**src/nsh_pkg.sv**
```systemverilog
// package with the host controller's register map, nand commands and timing counts
package nsh_pkg;
    // wishbone register byte offsets
    localparam logic [7:0] ADDR_CTRL = 8'h00;
    localparam logic [7:0] ADDR_STAT = 8'h04;
    localparam logic [7:0] ADDR_ROW = 8'h08;
    localparam logic [7:0] ADDR_RESULT = 8'h0C;
    localparam logic [7:0] ADDR_UID = 8'h10;
    localparam logic [7:0] ADDR_PARAM = 8'h14;
    localparam logic [7:0] ADDR_PROG = 8'h18;
    // control register opcode field
    localparam int CTRL_OP_LSB = 0;
    localparam int CTRL_OP_W = 3;
    localparam int CTRL_GO_BIT = 31;
    localparam logic [2:0] OP_STATUS = 3'h1;
    localparam logic [2:0] OP_STATUS_ENH = 3'h2;
    localparam logic [2:0] OP_READ_MODE = 3'h3;
    localparam logic [2:0] OP_UID_CHECK = 3'h4;
    localparam logic [2:0] OP_PARAM_TIMES = 3'h5;
    localparam logic [2:0] OP_PROG_CHECK = 3'h6;
    localparam logic [2:0] OP_RESET = 3'h7;
    // nand command codes
    localparam logic [7:0] CMD_READ_MODE = 8'h00;
    localparam logic [7:0] CMD_STATUS = 8'h70;
    localparam logic [7:0] CMD_STATUS_ENH = 8'h78;
    localparam logic [7:0] CMD_UNIQUE_ID = 8'hED;
    localparam logic [7:0] CMD_PARAM = 8'hEC;
    localparam logic [7:0] CMD_RESET = 8'hFF;
    // status byte fields
    localparam int SB_FAIL = 0;
    localparam int SB_PLANE_FAIL = 1;
    localparam int SB_ARRAY_RDY = 5;
    localparam int SB_READY = 6;
    localparam int SB_NOT_WP = 7;
    // parameter page timing fields (byte index of low byte)
    localparam logic [9:0] PP_TPROG = 10'd133;
    localparam logic [9:0] PP_TERASE = 10'd135;
    localparam logic [9:0] PP_TREAD = 10'd137;
    localparam logic [9:0] PP_VREV = 10'd164;
    localparam logic [9:0] PP_COPY_LEN = 10'd256;
    // unique id page layout
    localparam logic [5:0] UID_LEN = 6'd16;
    localparam logic [5:0] UID_PAIR_LEN = 6'd32;
    localparam logic [4:0] UID_COPIES = 5'd16;
    // partial programming limit per page
    localparam logic [2:0] MAX_PARTIAL_PROG = 3'd4;
    // strobe timing: minimum phase length in nanoseconds; each phase lasts T_PHASE_CYC + 1 clock cycles
    localparam int CLK_NS = 8;
    localparam int T_PHASE_NS = 25;
    localparam logic [3:0] T_PHASE_CYC = 4'((T_PHASE_NS + CLK_NS - 1) / CLK_NS);
endpackage : nsh_pkg

```
**src/nsh_uid_mem.sv**
```systemverilog
// small memory holding one unique-id copy with registered read data
module nsh_uid_mem (
    // clock
    input wire logic i_clk_sys,
    // write port
    input wire logic i_we,
    input wire logic [4:0] i_waddr,
    input wire logic [7:0] i_wdata,
    // read port
    input wire logic [4:0] i_raddr,
    output logic [7:0] o_rdata
);
    logic [7:0] mem_ff [0:31];

    // storage write and registered read
    always_ff @(posedge i_clk_sys) begin
        if (i_we) begin
            mem_ff[i_waddr] <= i_wdata;
        end
        o_rdata <= mem_ff[i_raddr];
    end
endmodule // nsh_uid_mem

```
**src/nsh_host.sv**
```systemverilog
// host controller that drives the nand status, id, parameter and program checks
//
// Function
// - status mode persists; read mode command resumes data from initial column.
// - host sends three row cycles after enhanced status command.
// - after ready host issues read mode command before taking data; the host reads data straight after ready, with no read mode command.
// - enhanced status is not issued while otp mode is enabled.
// - accept id copy only if id xor complement is all ones.
// - pages in a block are programmed in ascending order.
// - a page is partially programmed at most four times before erase.
// - no bit is programmed twice without erase between; the host tracks no bits and only limits each page to four partial programs.
// - during program only status read and reset commands are issued.
module nsh_host
    import nsh_pkg::*;
(
    // clock and reset
    input wire logic i_clk_sys,
    input wire logic i_reset_n,
    // wishbone slave
    input wire logic i_wb_cyc,
    input wire logic i_wb_stb,
    input wire logic i_wb_we,
    input wire logic [7:0] i_wb_adr,
    input wire logic [3:0] i_wb_sel,
    input wire logic [31:0] i_wb_dat,
    output logic [31:0] o_wb_dat,
    output logic o_wb_ack,
    // nand pins
    output logic o_ce_n,
    output logic o_cle,
    output logic o_ale,
    output logic o_we_n,
    output logic o_read_strobe_n,
    input wire logic i_ready_busy_line,
    input wire logic [7:0] i_io,
    output logic [7:0] o_io,
    output logic o_io_oe
);
    import nsh_pkg::*;

    typedef enum logic [3:0] {
        ST_IDLE = 4'h0,
        ST_CMD = 4'h1,
        ST_ADDR = 4'h2,
        ST_WAIT = 4'h3,
        ST_READ = 4'h4,
        ST_DONE = 4'h5
    } nsh_state_e;

    // synchronised reset
    logic rst_s1_ff;
    logic rst_n;
    always_ff @(posedge i_clk_sys or negedge i_reset_n) begin
        if (!i_reset_n) begin
            rst_s1_ff <= 1'b0;
            rst_n <= 1'b0;
        end else begin
            rst_s1_ff <= 1'b1;
            rst_n <= rst_s1_ff;
        end
    end

    nsh_state_e state_ff;
    logic [2:0] op_ff;
    logic busy_ff;
    logic err_ff;
    logic [23:0] row_ff;
    logic [7:0] cmd_ff;
    logic [1:0] addr_cnt_ff;
    logic [9:0] byte_cnt_ff;
    logic [3:0] tim_ff;
    logic phase_ff;
    logic [7:0] status_ff;
    logic [7:0] vrev_lo_ff;
    logic [15:0] tprog_ff;
    logic [15:0] terase_ff;
    logic [15:0] tread_ff;
    logic [15:0] vrev_ff;
    logic [7:0] tprog_lo_ff;
    logic [7:0] terase_lo_ff;
    logic [7:0] tread_lo_ff;
    logic uid_ok_ff;
    logic uid_done_ff;
    logic [4:0] uid_copy_ff;
    logic [7:0] uid_acc_ff;
    logic otp_en_ff;
    logic in_prog_ff;
    logic [23:0] last_page_ff;
    logic last_valid_ff;
    logic [2:0] partial_cnt_ff;
    logic prog_ok_ff;
    logic in_status_mode_ff;

    // wishbone decode
    wire wb_req = i_wb_cyc && i_wb_stb && !o_wb_ack;
    wire wb_wr = wb_req && i_wb_we;
    wire sel_ctrl = i_wb_adr == ADDR_CTRL;
    wire sel_row = i_wb_adr == ADDR_ROW;
    wire sel_prog = i_wb_adr == ADDR_PROG;
    wire go = wb_wr && sel_ctrl && i_wb_sel[3] && i_wb_dat[CTRL_GO_BIT] && !busy_ff;
    wire [2:0] go_op = i_wb_dat[CTRL_OP_LSB +: CTRL_OP_W];

    // command sent for each opcode
    function automatic logic [7:0] op_cmd(input logic [2:0] op);
        case (op)
            OP_STATUS: op_cmd = CMD_STATUS;
            OP_STATUS_ENH: op_cmd = CMD_STATUS_ENH;
            OP_READ_MODE: op_cmd = CMD_READ_MODE;
            OP_UID_CHECK: op_cmd = CMD_UNIQUE_ID;
            OP_PARAM_TIMES: op_cmd = CMD_PARAM;
            default: op_cmd = CMD_RESET;
        endcase
    endfunction

    // only status or reset while programming
    wire prog_block = in_prog_ff && !(go_op == OP_STATUS || go_op == OP_RESET);
    // no enhanced status in otp mode
    wire otp_block = otp_en_ff && go_op == OP_STATUS_ENH;
    wire op_refused = prog_block || otp_block || go_op == OP_PROG_CHECK || go_op == 3'h0;

    // ascending page order, partial program limit
    wire [23:0] prog_page = i_wb_dat[23:0];
    wire same_page = last_valid_ff && prog_page == last_page_ff;
    wire ascend_ok = !last_valid_ff || prog_page > last_page_ff;
    // reprogramming a page beyond its partial budget would rewrite bits
    wire partial_ok = same_page && partial_cnt_ff < MAX_PARTIAL_PROG;
    wire prog_chk = wb_wr && sel_prog;
    wire prog_erase = prog_chk && i_wb_dat[31];

    // read data select
    wire [31:0] rd_mux =
        (i_wb_adr == ADDR_CTRL) ? {busy_ff, 26'h0, err_ff, 1'b0, op_ff} :
        (i_wb_adr == ADDR_STAT) ? {8'h0, in_status_mode_ff, otp_en_ff, in_prog_ff, prog_ok_ff,
                                   uid_done_ff, uid_ok_ff, 2'h0, 8'h0, status_ff} :
        (i_wb_adr == ADDR_ROW) ? {8'h0, row_ff} :
        (i_wb_adr == ADDR_RESULT) ? {terase_ff, tprog_ff} :
        (i_wb_adr == ADDR_UID) ? {11'h0, uid_copy_ff, 16'h0} :
        (i_wb_adr == ADDR_PARAM) ? {vrev_ff, tread_ff} :
        (i_wb_adr == ADDR_PROG) ? {5'h0, partial_cnt_ff, last_page_ff} : 32'h0;

    // wishbone ack and read data, one cycle after request
    always_ff @(posedge i_clk_sys or negedge rst_n) begin
        if (!rst_n) begin
            o_wb_ack <= 1'b0;
            o_wb_dat <= 32'h0;
        end else begin
            o_wb_ack <= wb_req;
            o_wb_dat <= wb_req ? rd_mux : 32'h0;
        end
    end

    // software configuration registers
    always_ff @(posedge i_clk_sys or negedge rst_n) begin
        if (!rst_n) begin
            row_ff <= 24'h0;
            otp_en_ff <= 1'b0;
            in_prog_ff <= 1'b0;
        end else begin
            if (wb_wr && sel_row) begin
                row_ff <= i_wb_dat[23:0];
            end
            if (wb_wr && i_wb_adr == ADDR_STAT) begin
                otp_en_ff <= i_wb_dat[22];
                in_prog_ff <= i_wb_dat[21];
            end
        end
    end

    // program order bookkeeping
    always_ff @(posedge i_clk_sys or negedge rst_n) begin
        if (!rst_n) begin
            last_page_ff <= 24'h0;
            last_valid_ff <= 1'b0;
            partial_cnt_ff <= 3'h0;
            prog_ok_ff <= 1'b0;
        end else if (prog_erase) begin
            last_valid_ff <= 1'b0;
            partial_cnt_ff <= 3'h0;
            prog_ok_ff <= 1'b1;
        end else if (prog_chk) begin
            prog_ok_ff <= ascend_ok || partial_ok;
            if (ascend_ok) begin
                last_page_ff <= prog_page;
                last_valid_ff <= 1'b1;
                partial_cnt_ff <= 3'h1;
            end else if (partial_ok) begin
                partial_cnt_ff <= partial_cnt_ff + 3'h1;
            end
        end
    end

    // strobe phase timer
    wire tim_done = tim_ff == 4'h0;
    wire [1:0] n_addr = (op_ff == OP_STATUS_ENH) ? 2'd3 : 2'd1;
    wire need_addr = op_ff == OP_STATUS_ENH || op_ff == OP_UID_CHECK || op_ff == OP_PARAM_TIMES;
    wire need_wait = op_ff == OP_UID_CHECK || op_ff == OP_PARAM_TIMES || op_ff == OP_RESET;
    wire need_read = op_ff == OP_STATUS || op_ff == OP_STATUS_ENH ||
                     op_ff == OP_UID_CHECK || op_ff == OP_PARAM_TIMES;
    wire [9:0] last_byte = (op_ff == OP_PARAM_TIMES) ? PP_VREV + 10'd1 :
                           (op_ff == OP_UID_CHECK) ? 10'd511 : 10'd0;
    // three row cycles carry page, plane and block
    wire [7:0] addr_byte = (op_ff == OP_STATUS_ENH) ? row_ff[8*addr_cnt_ff +: 8] : 8'h00;
    wire [4:0] uid_pos = byte_cnt_ff[4:0];
    wire [7:0] uid_rd;
    // id half stored at its own sample edge; complement byte k meets stored byte k-16
    wire uid_we = state_ff == ST_READ && !phase_ff && tim_done && op_ff == OP_UID_CHECK && !uid_pos[4];
    wire uid_byte_ok = (uid_rd ^ i_io) == 8'hFF;

    nsh_uid_mem u_mem (
        .i_clk_sys(i_clk_sys),
        .i_we(uid_we),
        .i_waddr(uid_pos),
        .i_wdata(i_io),
        .i_raddr({1'b0, uid_pos[3:0]}),
        .o_rdata(uid_rd)
    );

    // main sequencer
    always_ff @(posedge i_clk_sys or negedge rst_n) begin
        if (!rst_n) begin
            state_ff <= ST_IDLE;
            op_ff <= 3'h0;
            busy_ff <= 1'b0;
            err_ff <= 1'b0;
            cmd_ff <= 8'h0;
            addr_cnt_ff <= 2'h0;
            byte_cnt_ff <= 10'h0;
            tim_ff <= 4'h0;
            phase_ff <= 1'b0;
            status_ff <= 8'h0;
            tprog_lo_ff <= 8'h0;
            terase_lo_ff <= 8'h0;
            tread_lo_ff <= 8'h0;
            vrev_lo_ff <= 8'h0;
            tprog_ff <= 16'h0;
            terase_ff <= 16'h0;
            tread_ff <= 16'h0;
            vrev_ff <= 16'h0;
            uid_ok_ff <= 1'b0;
            uid_done_ff <= 1'b0;
            uid_copy_ff <= 5'h0;
            uid_acc_ff <= 8'hFF;
            in_status_mode_ff <= 1'b0;
            o_ce_n <= 1'b1;
            o_cle <= 1'b0;
            o_ale <= 1'b0;
            o_we_n <= 1'b1;
            o_read_strobe_n <= 1'b1;
            o_io <= 8'h0;
            o_io_oe <= 1'b0;
        end else begin
            case (state_ff)
                ST_IDLE: begin
                    o_ce_n <= 1'b1;
                    if (go) begin
                        err_ff <= op_refused;
                        if (!op_refused) begin
                            op_ff <= go_op;
                            cmd_ff <= op_cmd(go_op);
                            busy_ff <= 1'b1;
                            state_ff <= ST_CMD;
                            tim_ff <= T_PHASE_CYC;
                            phase_ff <= 1'b0;
                            uid_done_ff <= go_op == OP_UID_CHECK ? 1'b0 : uid_done_ff;
                            uid_ok_ff <= go_op == OP_UID_CHECK ? 1'b0 : uid_ok_ff;
                            uid_copy_ff <= go_op == OP_UID_CHECK ? 5'h0 : uid_copy_ff;
                        end
                    end
                end
                ST_CMD: begin
                    o_ce_n <= 1'b0;
                    o_cle <= 1'b1;
                    o_io_oe <= 1'b1;
                    o_io <= cmd_ff;
                    o_we_n <= phase_ff;
                    tim_ff <= tim_done ? T_PHASE_CYC : tim_ff - 4'h1;
                    if (tim_done) begin
                        phase_ff <= !phase_ff;
                        if (phase_ff) begin
                            o_cle <= 1'b0;
                            addr_cnt_ff <= 2'h0;
                            byte_cnt_ff <= 10'h0;
                            // status mode entered by status, left by any other command
                            in_status_mode_ff <= op_ff == OP_STATUS || op_ff == OP_STATUS_ENH;
                            state_ff <= need_addr ? ST_ADDR : need_wait ? ST_WAIT :
                                        need_read ? ST_READ : ST_DONE;
                        end
                    end
                end
                ST_ADDR: begin
                    o_ale <= 1'b1;
                    o_io <= addr_byte;
                    o_we_n <= phase_ff;
                    tim_ff <= tim_done ? T_PHASE_CYC : tim_ff - 4'h1;
                    if (tim_done) begin
                        phase_ff <= !phase_ff;
                        if (phase_ff) begin
                            addr_cnt_ff <= addr_cnt_ff + 2'h1;
                            if (addr_cnt_ff == n_addr - 2'd1) begin
                                o_ale <= 1'b0;
                                o_io_oe <= 1'b0;
                                state_ff <= need_wait ? ST_WAIT : ST_READ;
                            end
                        end
                    end
                end
                ST_WAIT: begin
                    // ready line gates data access; wait for ready before data
                    o_io_oe <= 1'b0;
                    tim_ff <= tim_done ? 4'h0 : tim_ff - 4'h1;
                    if (tim_done && i_ready_busy_line) begin
                        state_ff <= need_read ? ST_READ : ST_DONE;
                        tim_ff <= T_PHASE_CYC;
                    end
                end
                ST_READ: begin
                    o_io_oe <= 1'b0;
                    // status holds with strobe low; read strobe pulses per byte
                    o_read_strobe_n <= phase_ff;
                    tim_ff <= tim_done ? T_PHASE_CYC : tim_ff - 4'h1;
                    if (tim_done) begin
                        phase_ff <= !phase_ff;
                        if (!phase_ff) begin
                            // sample at end of strobe-low phase
                            byte_cnt_ff <= byte_cnt_ff + 10'd1;
                            if (op_ff == OP_STATUS || op_ff == OP_STATUS_ENH) begin
                                status_ff <= i_io;
                            end
                            // little-endian timing fields, only from the parameter page
                            if (op_ff == OP_PARAM_TIMES) begin
                                if (byte_cnt_ff == PP_TPROG) tprog_lo_ff <= i_io;
                                if (byte_cnt_ff == PP_TPROG + 10'd1) tprog_ff <= {i_io, tprog_lo_ff};
                                if (byte_cnt_ff == PP_TERASE) terase_lo_ff <= i_io;
                                if (byte_cnt_ff == PP_TERASE + 10'd1) terase_ff <= {i_io, terase_lo_ff};
                                if (byte_cnt_ff == PP_TREAD) tread_lo_ff <= i_io;
                                if (byte_cnt_ff == PP_TREAD + 10'd1) tread_ff <= {i_io, tread_lo_ff};
                                if (byte_cnt_ff == PP_VREV) vrev_lo_ff <= i_io;
                                if (byte_cnt_ff == PP_VREV + 10'd1) vrev_ff <= {i_io, vrev_lo_ff};
                            end
                            // xor id with complement, try next copy on failure
                            if (op_ff == OP_UID_CHECK && !uid_done_ff && uid_pos[4]) begin
                                if (uid_pos == 5'd16) begin
                                    uid_acc_ff <= uid_byte_ok ? 8'hFF : 8'h00;
                                end else if (!uid_byte_ok) begin
                                    uid_acc_ff <= 8'h00;
                                end
                                if (uid_pos == 5'd31) begin
                                    if (uid_acc_ff == 8'hFF && uid_byte_ok) begin
                                        uid_ok_ff <= 1'b1;
                                        uid_done_ff <= 1'b1;
                                    end else begin
                                        // index moves on only past a rejected copy
                                        uid_copy_ff <= uid_copy_ff + 5'd1;
                                        if (byte_cnt_ff[8:5] == 4'hF) uid_done_ff <= 1'b1;
                                    end
                                end
                            end
                            // strobe rises in the done state so the last low phase keeps its length
                            if (byte_cnt_ff == last_byte) begin
                                state_ff <= ST_DONE;
                            end
                        end
                    end
                end
                ST_DONE: begin
                    o_ce_n <= 1'b1;
                    o_read_strobe_n <= 1'b1;
                    o_we_n <= 1'b1;
                    o_io_oe <= 1'b0;
                    busy_ff <= 1'b0;
                    if (op_ff == OP_UID_CHECK) uid_copy_ff <= uid_copy_ff;
                    state_ff <= ST_IDLE;
                end
                default: begin
                    state_ff <= ST_IDLE;
                end
            endcase
        end
    end
endmodule // nsh_host

```
**config.mk**
```make
export PLATFORM = sky130hd
export DESIGN_NAME = nsh_host
export DESIGN_NICKNAME = d
export VERILOG_FILES = /design/src/nsh_pkg.sv /design/src/nsh_uid_mem.sv /design/src/nsh_host.sv
export SDC_FILE = /design/constraint.sdc
export NUM_CORES = 1
export LEC_CHECK = 0
export BUFFER_PORTS_ARGS = -buffer_cell sky130_fd_sc_hd__buf_2
export CAP_MARGIN = 20
export CELL_PAD_IN_SITES_DETAIL_PLACEMENT = 1
export CELL_PAD_IN_SITES_GLOBAL_PLACEMENT = 2
export CORE_MARGIN = 3
export CORE_UTILIZATION = 39
export DETAILED_ROUTE_END_ITERATION = 6
export PLACE_DENSITY = 0.79
export SYNTH_ARGS = -nofsm -noshare
export SYNTH_HDL_FRONTEND = slang
export SYNTH_SLANG_ARGS = --single-unit
```
**constraint.sdc**
```tcl
create_clock -name i_clk_sys -period 6.9 [get_ports i_clk_sys]
set_input_delay 1.38 -clock i_clk_sys [delete_from_list [all_inputs] [get_ports i_clk_sys]]
set_output_delay 1.38 -clock i_clk_sys [all_outputs]
set_load 0.03 [all_outputs]
```
# Word-level counts from Yosys, hierarchy flattened
# Memories as Yosys holds them, arrays and structs flattened. A register that Yosys moved wholly into a read port is not among the register bits.
# Cells that the tools add are included.
# classes
n_eq_ne,58
shift,1
n_mux,104
order_cmp,2
n_bitwise,4
n_reduce_logical,90
n_addsub,6
# op_table
cell,count
$mux W32,7
$eq A10 B8 Y1 const B,8
$mux W4,18
$reduce_and A5 Y1,11
$mux W10,4
$mux W5,8
$pmux W8 S5,1
$mux W1,35
$mux W8,4
$mux W27,1
$reduce_and A9 Y1,3
$eq A24 B24 Y1,1
$eq A8 B5 Y1 const B,3
$gt A24 B24 Y1,1
$ne A2 B2 Y1 const B,12
$shiftx A24 B6 Y8,1
$logic_and A1 B1 Y1,23
$eq A3 B3 Y1 const B,7
$pmux W10 S2,1
$pmux W4 S5,1
$reduce_bool A2 Y1,10
$mux W9,2
$eq A8 B4 Y1 const B,2
$eq A8 B8 Y1 const B,2
other kinds (41),99
# word_totals
mem_bits_rw,256
register_bits,258
in_bits,58
n_memories,1
# mem_list
name,words,width,rd,rd_clocked_by_memory_dff,wr,line_no,rtl
u_mem.mem_ff,32,8,1,1,1,nsh_uid_mem.sv:13,logic [7:0] mem_ff [0:31];

# Depth between registers and ports, before layout
# logic_depth
word_depth,10
depth_mapped,11
mapped_depth_nobuf,9

# Cells and area by module
# From an unflattened synthesis, not the netlist that was laid out.
# hier_totals
hier_cells,1474
hier_area_um2,21918.5
# by_module_without_submodules
mod,seq_area_each_um2,cells_each,instances,area_per_inst_um2
nsh_host,6211.0,1057,1,11865.1
nsh_uid_mem,7847.5,417,1,10053.4

# Worst setup path after synthesis
# OpenSTA, ideal clock, no wires.
# synth_path
kind,in2reg
from,input port i_wb_dat[22]
to,register last_page_ff[10]
stages,9
n_path_buf,2
setup_slack_ps,3195
arrival_time_ps,3579
path_cell_list,ha_1 -> nand4_1 -> nor4_1 -> nand2b_1 -> o2111a_1 -> or4_1 -> buf_2 -> buf_6 -> mux2_4
# synth_between
elab_chain_cells,3
# synth_rtl
item,line_no,rtl
start: declaration,nsh_host.sv:25,"input wire logic [31:0] i_wb_dat,"
$gt A24 B24 Y1,nsh_host.sv:124,wire ascend_ok = !last_valid_ff || prog_page > last_page_ff;
$logic_or A1 B1 Y1,nsh_host.sv:124,
$reduce_and A3 Y1 (no line),n/a,
end signal: assignment,nsh_host.sv:183,last_page_ff <= prog_page;
end: declaration,nsh_host.sv:88,logic [23:0] last_page_ff;
# No other way between the ends.
# A chain may end at the register's enable or synchronous reset.

# Final worst setup path
# layout_path
from,input port i_wb_adr[5]
to,register last_page_ff[16]
# layout_between
elab_chain_cells,5
# layout_rtl
item,line_no,rtl
start: declaration,nsh_host.sv:23,"input wire logic [7:0] i_wb_adr,"
$eq A8 B5 Y1 (*),nsh_host.sv:99,wire sel_prog = i_wb_adr == ADDR_PROG;
$logic_and A1 B1 Y1 (*),nsh_host.sv:127,wire prog_chk = wb_wr && sel_prog;
$logic_and A1 B1 Y1,nsh_host.sv:128,wire prog_erase = prog_chk && i_wb_dat[31];
$not A1 Y1 (no line),n/a,
$reduce_and A3 Y1 (no line) (*),n/a,
# Mark *: on every way between the ends. The rest lies on a longest branch, timed or not.

==> flow_metrics.py <==
metrics = {
    "power_and_ir_drop": {
        "leakage_uw": 0.00805,
        "p_seq_share_pct": 44.2,
        "powerDensity_nw_per_um2": 301,
        "switchingPower_uw": 1620,
        "p_sw_share_pct": 27.7,
        "peakVddDrop_mv": 0.274,
        "pwr-share-clk_pct": 39.4,
        "combPwrFrac_pct": 16.4,
        "p_int_uw": 4240,
    },
    "floorplanning": {
        "initial_core_util_pct": 40.0,
        "num_rows": 75,
        "core_um2": 42400,
        "dieArea_um2": 46000,
        "io_pins": 105,
        "dieWidth_um": 215,
        "die_h_um": 215,
    },
    "synth": {
        "syn_nets": 1335,
        "yosysWarnings": 0,
        "synth.avg_cell_area_um2": 13.6,
        "yosysTopAreaCell": "dfrtp_1",
        "yosys.area_share.simple_pct": 8.11,
        "synth_top_area_share_pct": 36.0,
        "ys_async_sr_fraction_pct": 64.6,
        "synth-xor-area-share_pct": 0.878,
        "ys_types": 72,
        "synth_top_flop_cell": "dfrtp_1",
        "synthMuxAreaShare_pct": 17.2,
        "yosysSeqAreaShare_pct": 60.2,
        "synth_compound_area_share_pct": 8.34,
        "synth_top_family_by_area": "multiplexers",
        "ys_ff_latch": 384,
        "synth_edf_count": 128,
        "syn_area_um2": 17000,
        "synth.area.top_cells": "dfrtp_1 (36%), edfxtp_1 (23%), mux2_2 (9.4%)",
        "synth_adder_area_share_pct": 2.43,
        "syn_inst": 1244,
    },
    "finish": {
        "drive_above_1_share_pct": 29.4,
        "nFillCells": 4333,
        "final_core_util_pct": 45.9,
        "layout_common_cells": "dfrtp_1 (242), mux2_2 (141), edfxtp_1 (128)",
        "final_nets": 1421,
        "area_growth_pct": 14.7,
        "final_common_cell": "dfrtp_1",
    },
    "clock_network": {
        "clk_path_buf_depth": 3,
        "clk_latency_ns": 0.58,
        "holdBufCountCts": 0,
        "clkTransAtPathRegs_ns": 0.06,
        "cts_root_buffer": "clkbuf_16",
        "clock-sinks": 384,
        "htreeDepth": 2,
        "cts_resized": 0,
        "cts_tree": "yes",
        "numCtsBuffers": 43,
        "cts_setup_buffers": 0,
    },
    "timing": {
        "rsz0062_at_grt": "no",
        "tightest_slew_ns": 1.11,
        "period_share_pct": 57.2,
        "final.setup_skew_ns": 0.0353,
        "drv_slew": 0,
        "setup_viol": 0,
        "fmax_mhz": 254,
        "setup_tns_ns": 0,
        "fin_crit_ns": 3.94,
        "slew_headroom_pct": 25.4,
        "final-hold-violation-count": 0,
    },
    "global_routing": {
        "grt_usage_pct": 20.5,
        "grt_pass1_wl_mm": 72.3,
        "grt.overflow.total": 0,
        "grt_pass1_vias": 11500,
        "grt_max_degree": 157,
        "antenna_found_initial": 4,
    },
    "detailed_routing": {
        "first_iter_violations": 928,
        "firstDrtPassIters": 6,
        "drc": 0,
        "drtAntennaViolNets": 0,
        "wire_per_inst_um": 24.2,
        "num_vias": 10900,
        "vias_per_cell": 5.62,
        "totalWireLength_mm": 46.9,
    },
    "critical_path": {
        "crit_fanout": 24,
        "critical_path.slowest_cell": "or4b_1",
        "crit_buf_inv": 2,
        "endpoint_kind": "flip-flop",
        "cp_slowest_stage_delay_ns": 0.75,
        "crit_chain": "buf_2, or4b_1, nor2_4, nand3_2, or4_1, buf_4, mux2_4",
        "worst-setup-path-type": "input port to flip-flop",
        "critPathLaunchType": "input port",
        "cp_top_family": "simple AND/OR/NAND/NOR gates",
        "arrival_ns": 4.38,
        "required_ns": 7.33,
    },
    "status": {
        "status": "completed",
    },
    "placement": {
        "hpwl_mm": 31.9,
        "portBuffers": 94,
        "gp_congestion": 0.827,
    },
    "min_path": {
        "worstHoldPathType": "flip-flop to async pin",
    },
    "job": {
        "drv_cap": 0,
    },
}
[synthesized netlist by cell type (4+ instances only)]
| cell type | instances |
|---|---|
| nand3_1 | 13 |
| and3_1 | 19 |
| nor3b_1 | 5 |
| mux2i_1 | 15 |
| nand2_1 | 59 |
| nor2b_1 | 9 |
| xnor2_1 | 5 |
| clkbuf_1 | 52 |
| a2bb2oi_1 | 5 |
| o21ai_1 | 4 |
| buf_1 | 8 |
| nor4b_1 | 4 |
| ha_1 | 33 |
| a221o_1 | 4 |
| a222oi_1 | 18 |
| a21oi_1 | 72 |
| mux2_4 | 19 |
| o22ai_1 | 12 |
| mux4_2 | 40 |
| mux2_2 | 141 |
| dfxtp_1 | 8 |
| a22oi_1 | 32 |
| nand2b_1 | 7 |
| nor3_1 | 17 |
| xor2_1 | 12 |
| edfxtp_1 | 128 |
| nor4_1 | 10 |
| inv_1 | 45 |
| a31oi_1 | 8 |
| or3b_2 | 5 |
| o221ai_1 | 5 |
| dfstp_2 | 4 |
| nor2_1 | 69 |
| and2_1 | 6 |
| nand4_1 | 13 |
| o21ai_0 | 30 |
| dfrtp_1 | 244 |
| or2_2 | 5 |
| buf_2 | 7 |
[cell families after synthesis]
kind of cell    count (synthesis)
simple gates                  262
other cells                     1
buf+inv                       117
mux                           215
compound gates                215
flops                         384
fa+ha+maj                      33
xor+xnor                       17
[per-stage QoR]
stage                     power (uW)  instances  instance area, um2  hold slack, ns  worst slack, ns
final                           5860       1942               19500           0.319             2.96
after detailed placement        3620       1861               18000           0.338             2.41
after CTS                       5940       1940               19400           0.352             3.00
after floorplan                 3280       1244               17000           0.331             2.83
after global placement          3580       1860               18000           0.331             2.42
after global routing            6140       1941               19400           0.371             2.86
[power groups by stage]
stage               clock network (uW)  logic, uW  registers (uW)
floorplan                            0        666            2610
global placement                     0        952            2630
detailed placement                   0        983            2630
CTS                               2360        988            2590
global route                      2470       1060            2610
finish                            2310        963            2590
[state kept, by name (all words and copies together) (netlist names), 10 cells and up]
name	flops
vrev_ff	16
last_page_ff	24
row_ff	24
byte_cnt_ff	10
o_wb_dat	32
tprog_ff	16
tread_ff	16
u_mem.mem_ff	128
terase_ff	16
[layer usage]
layer,up-vias,global-route usage [%],part of all wire (%)
li1,4844,-,-
met1,5698,27.6,44
met2,283,33.6,48
met3,76,3.94,5.5
met4,6,6.76,2.7
met5,-,0,0.092
[final timing paths]
path,start,endpoint,depth (start not counted),slack (ns)
max,i_wb_adr[5],last_page_ff[16],7,2.96
min,rst_n,o_wb_dat[31],0,0.32
max reg2reg,state_ff[2],tread_ff[14],6,3.63
min reg2reg,rst_n,o_wb_dat[31],0,0.32
max in group asynchronous,rst_n,last_page_ff[16],1,5.24
min in group i_clk_sys,rst_s1_ff,rst_n,0,0.35
[area by class of cell]
type	count	area [um2]	share of cell area [%]
clock buffer	64	1260	6.46
antenna	1	2.50	0.0129
multi-input combinational	743	6290	32.3
sequential	384	10200	52.5
inverter	47	176	0.907
tap	577	722	3.71
clock inverter	15	170	0.875
timing repair buffer	111	612	3.15
[worst register-to-register path: stages (launching register included)]
cell,delay [ns]
dfrtp_1,0.75
nor3b_1,0.43
and4_1,0.31
nand3b_1,0.18
nor3b_1,0.35
nand2_1,0.61
mux2_2,0.52
(Power assumes the default switching activity.)
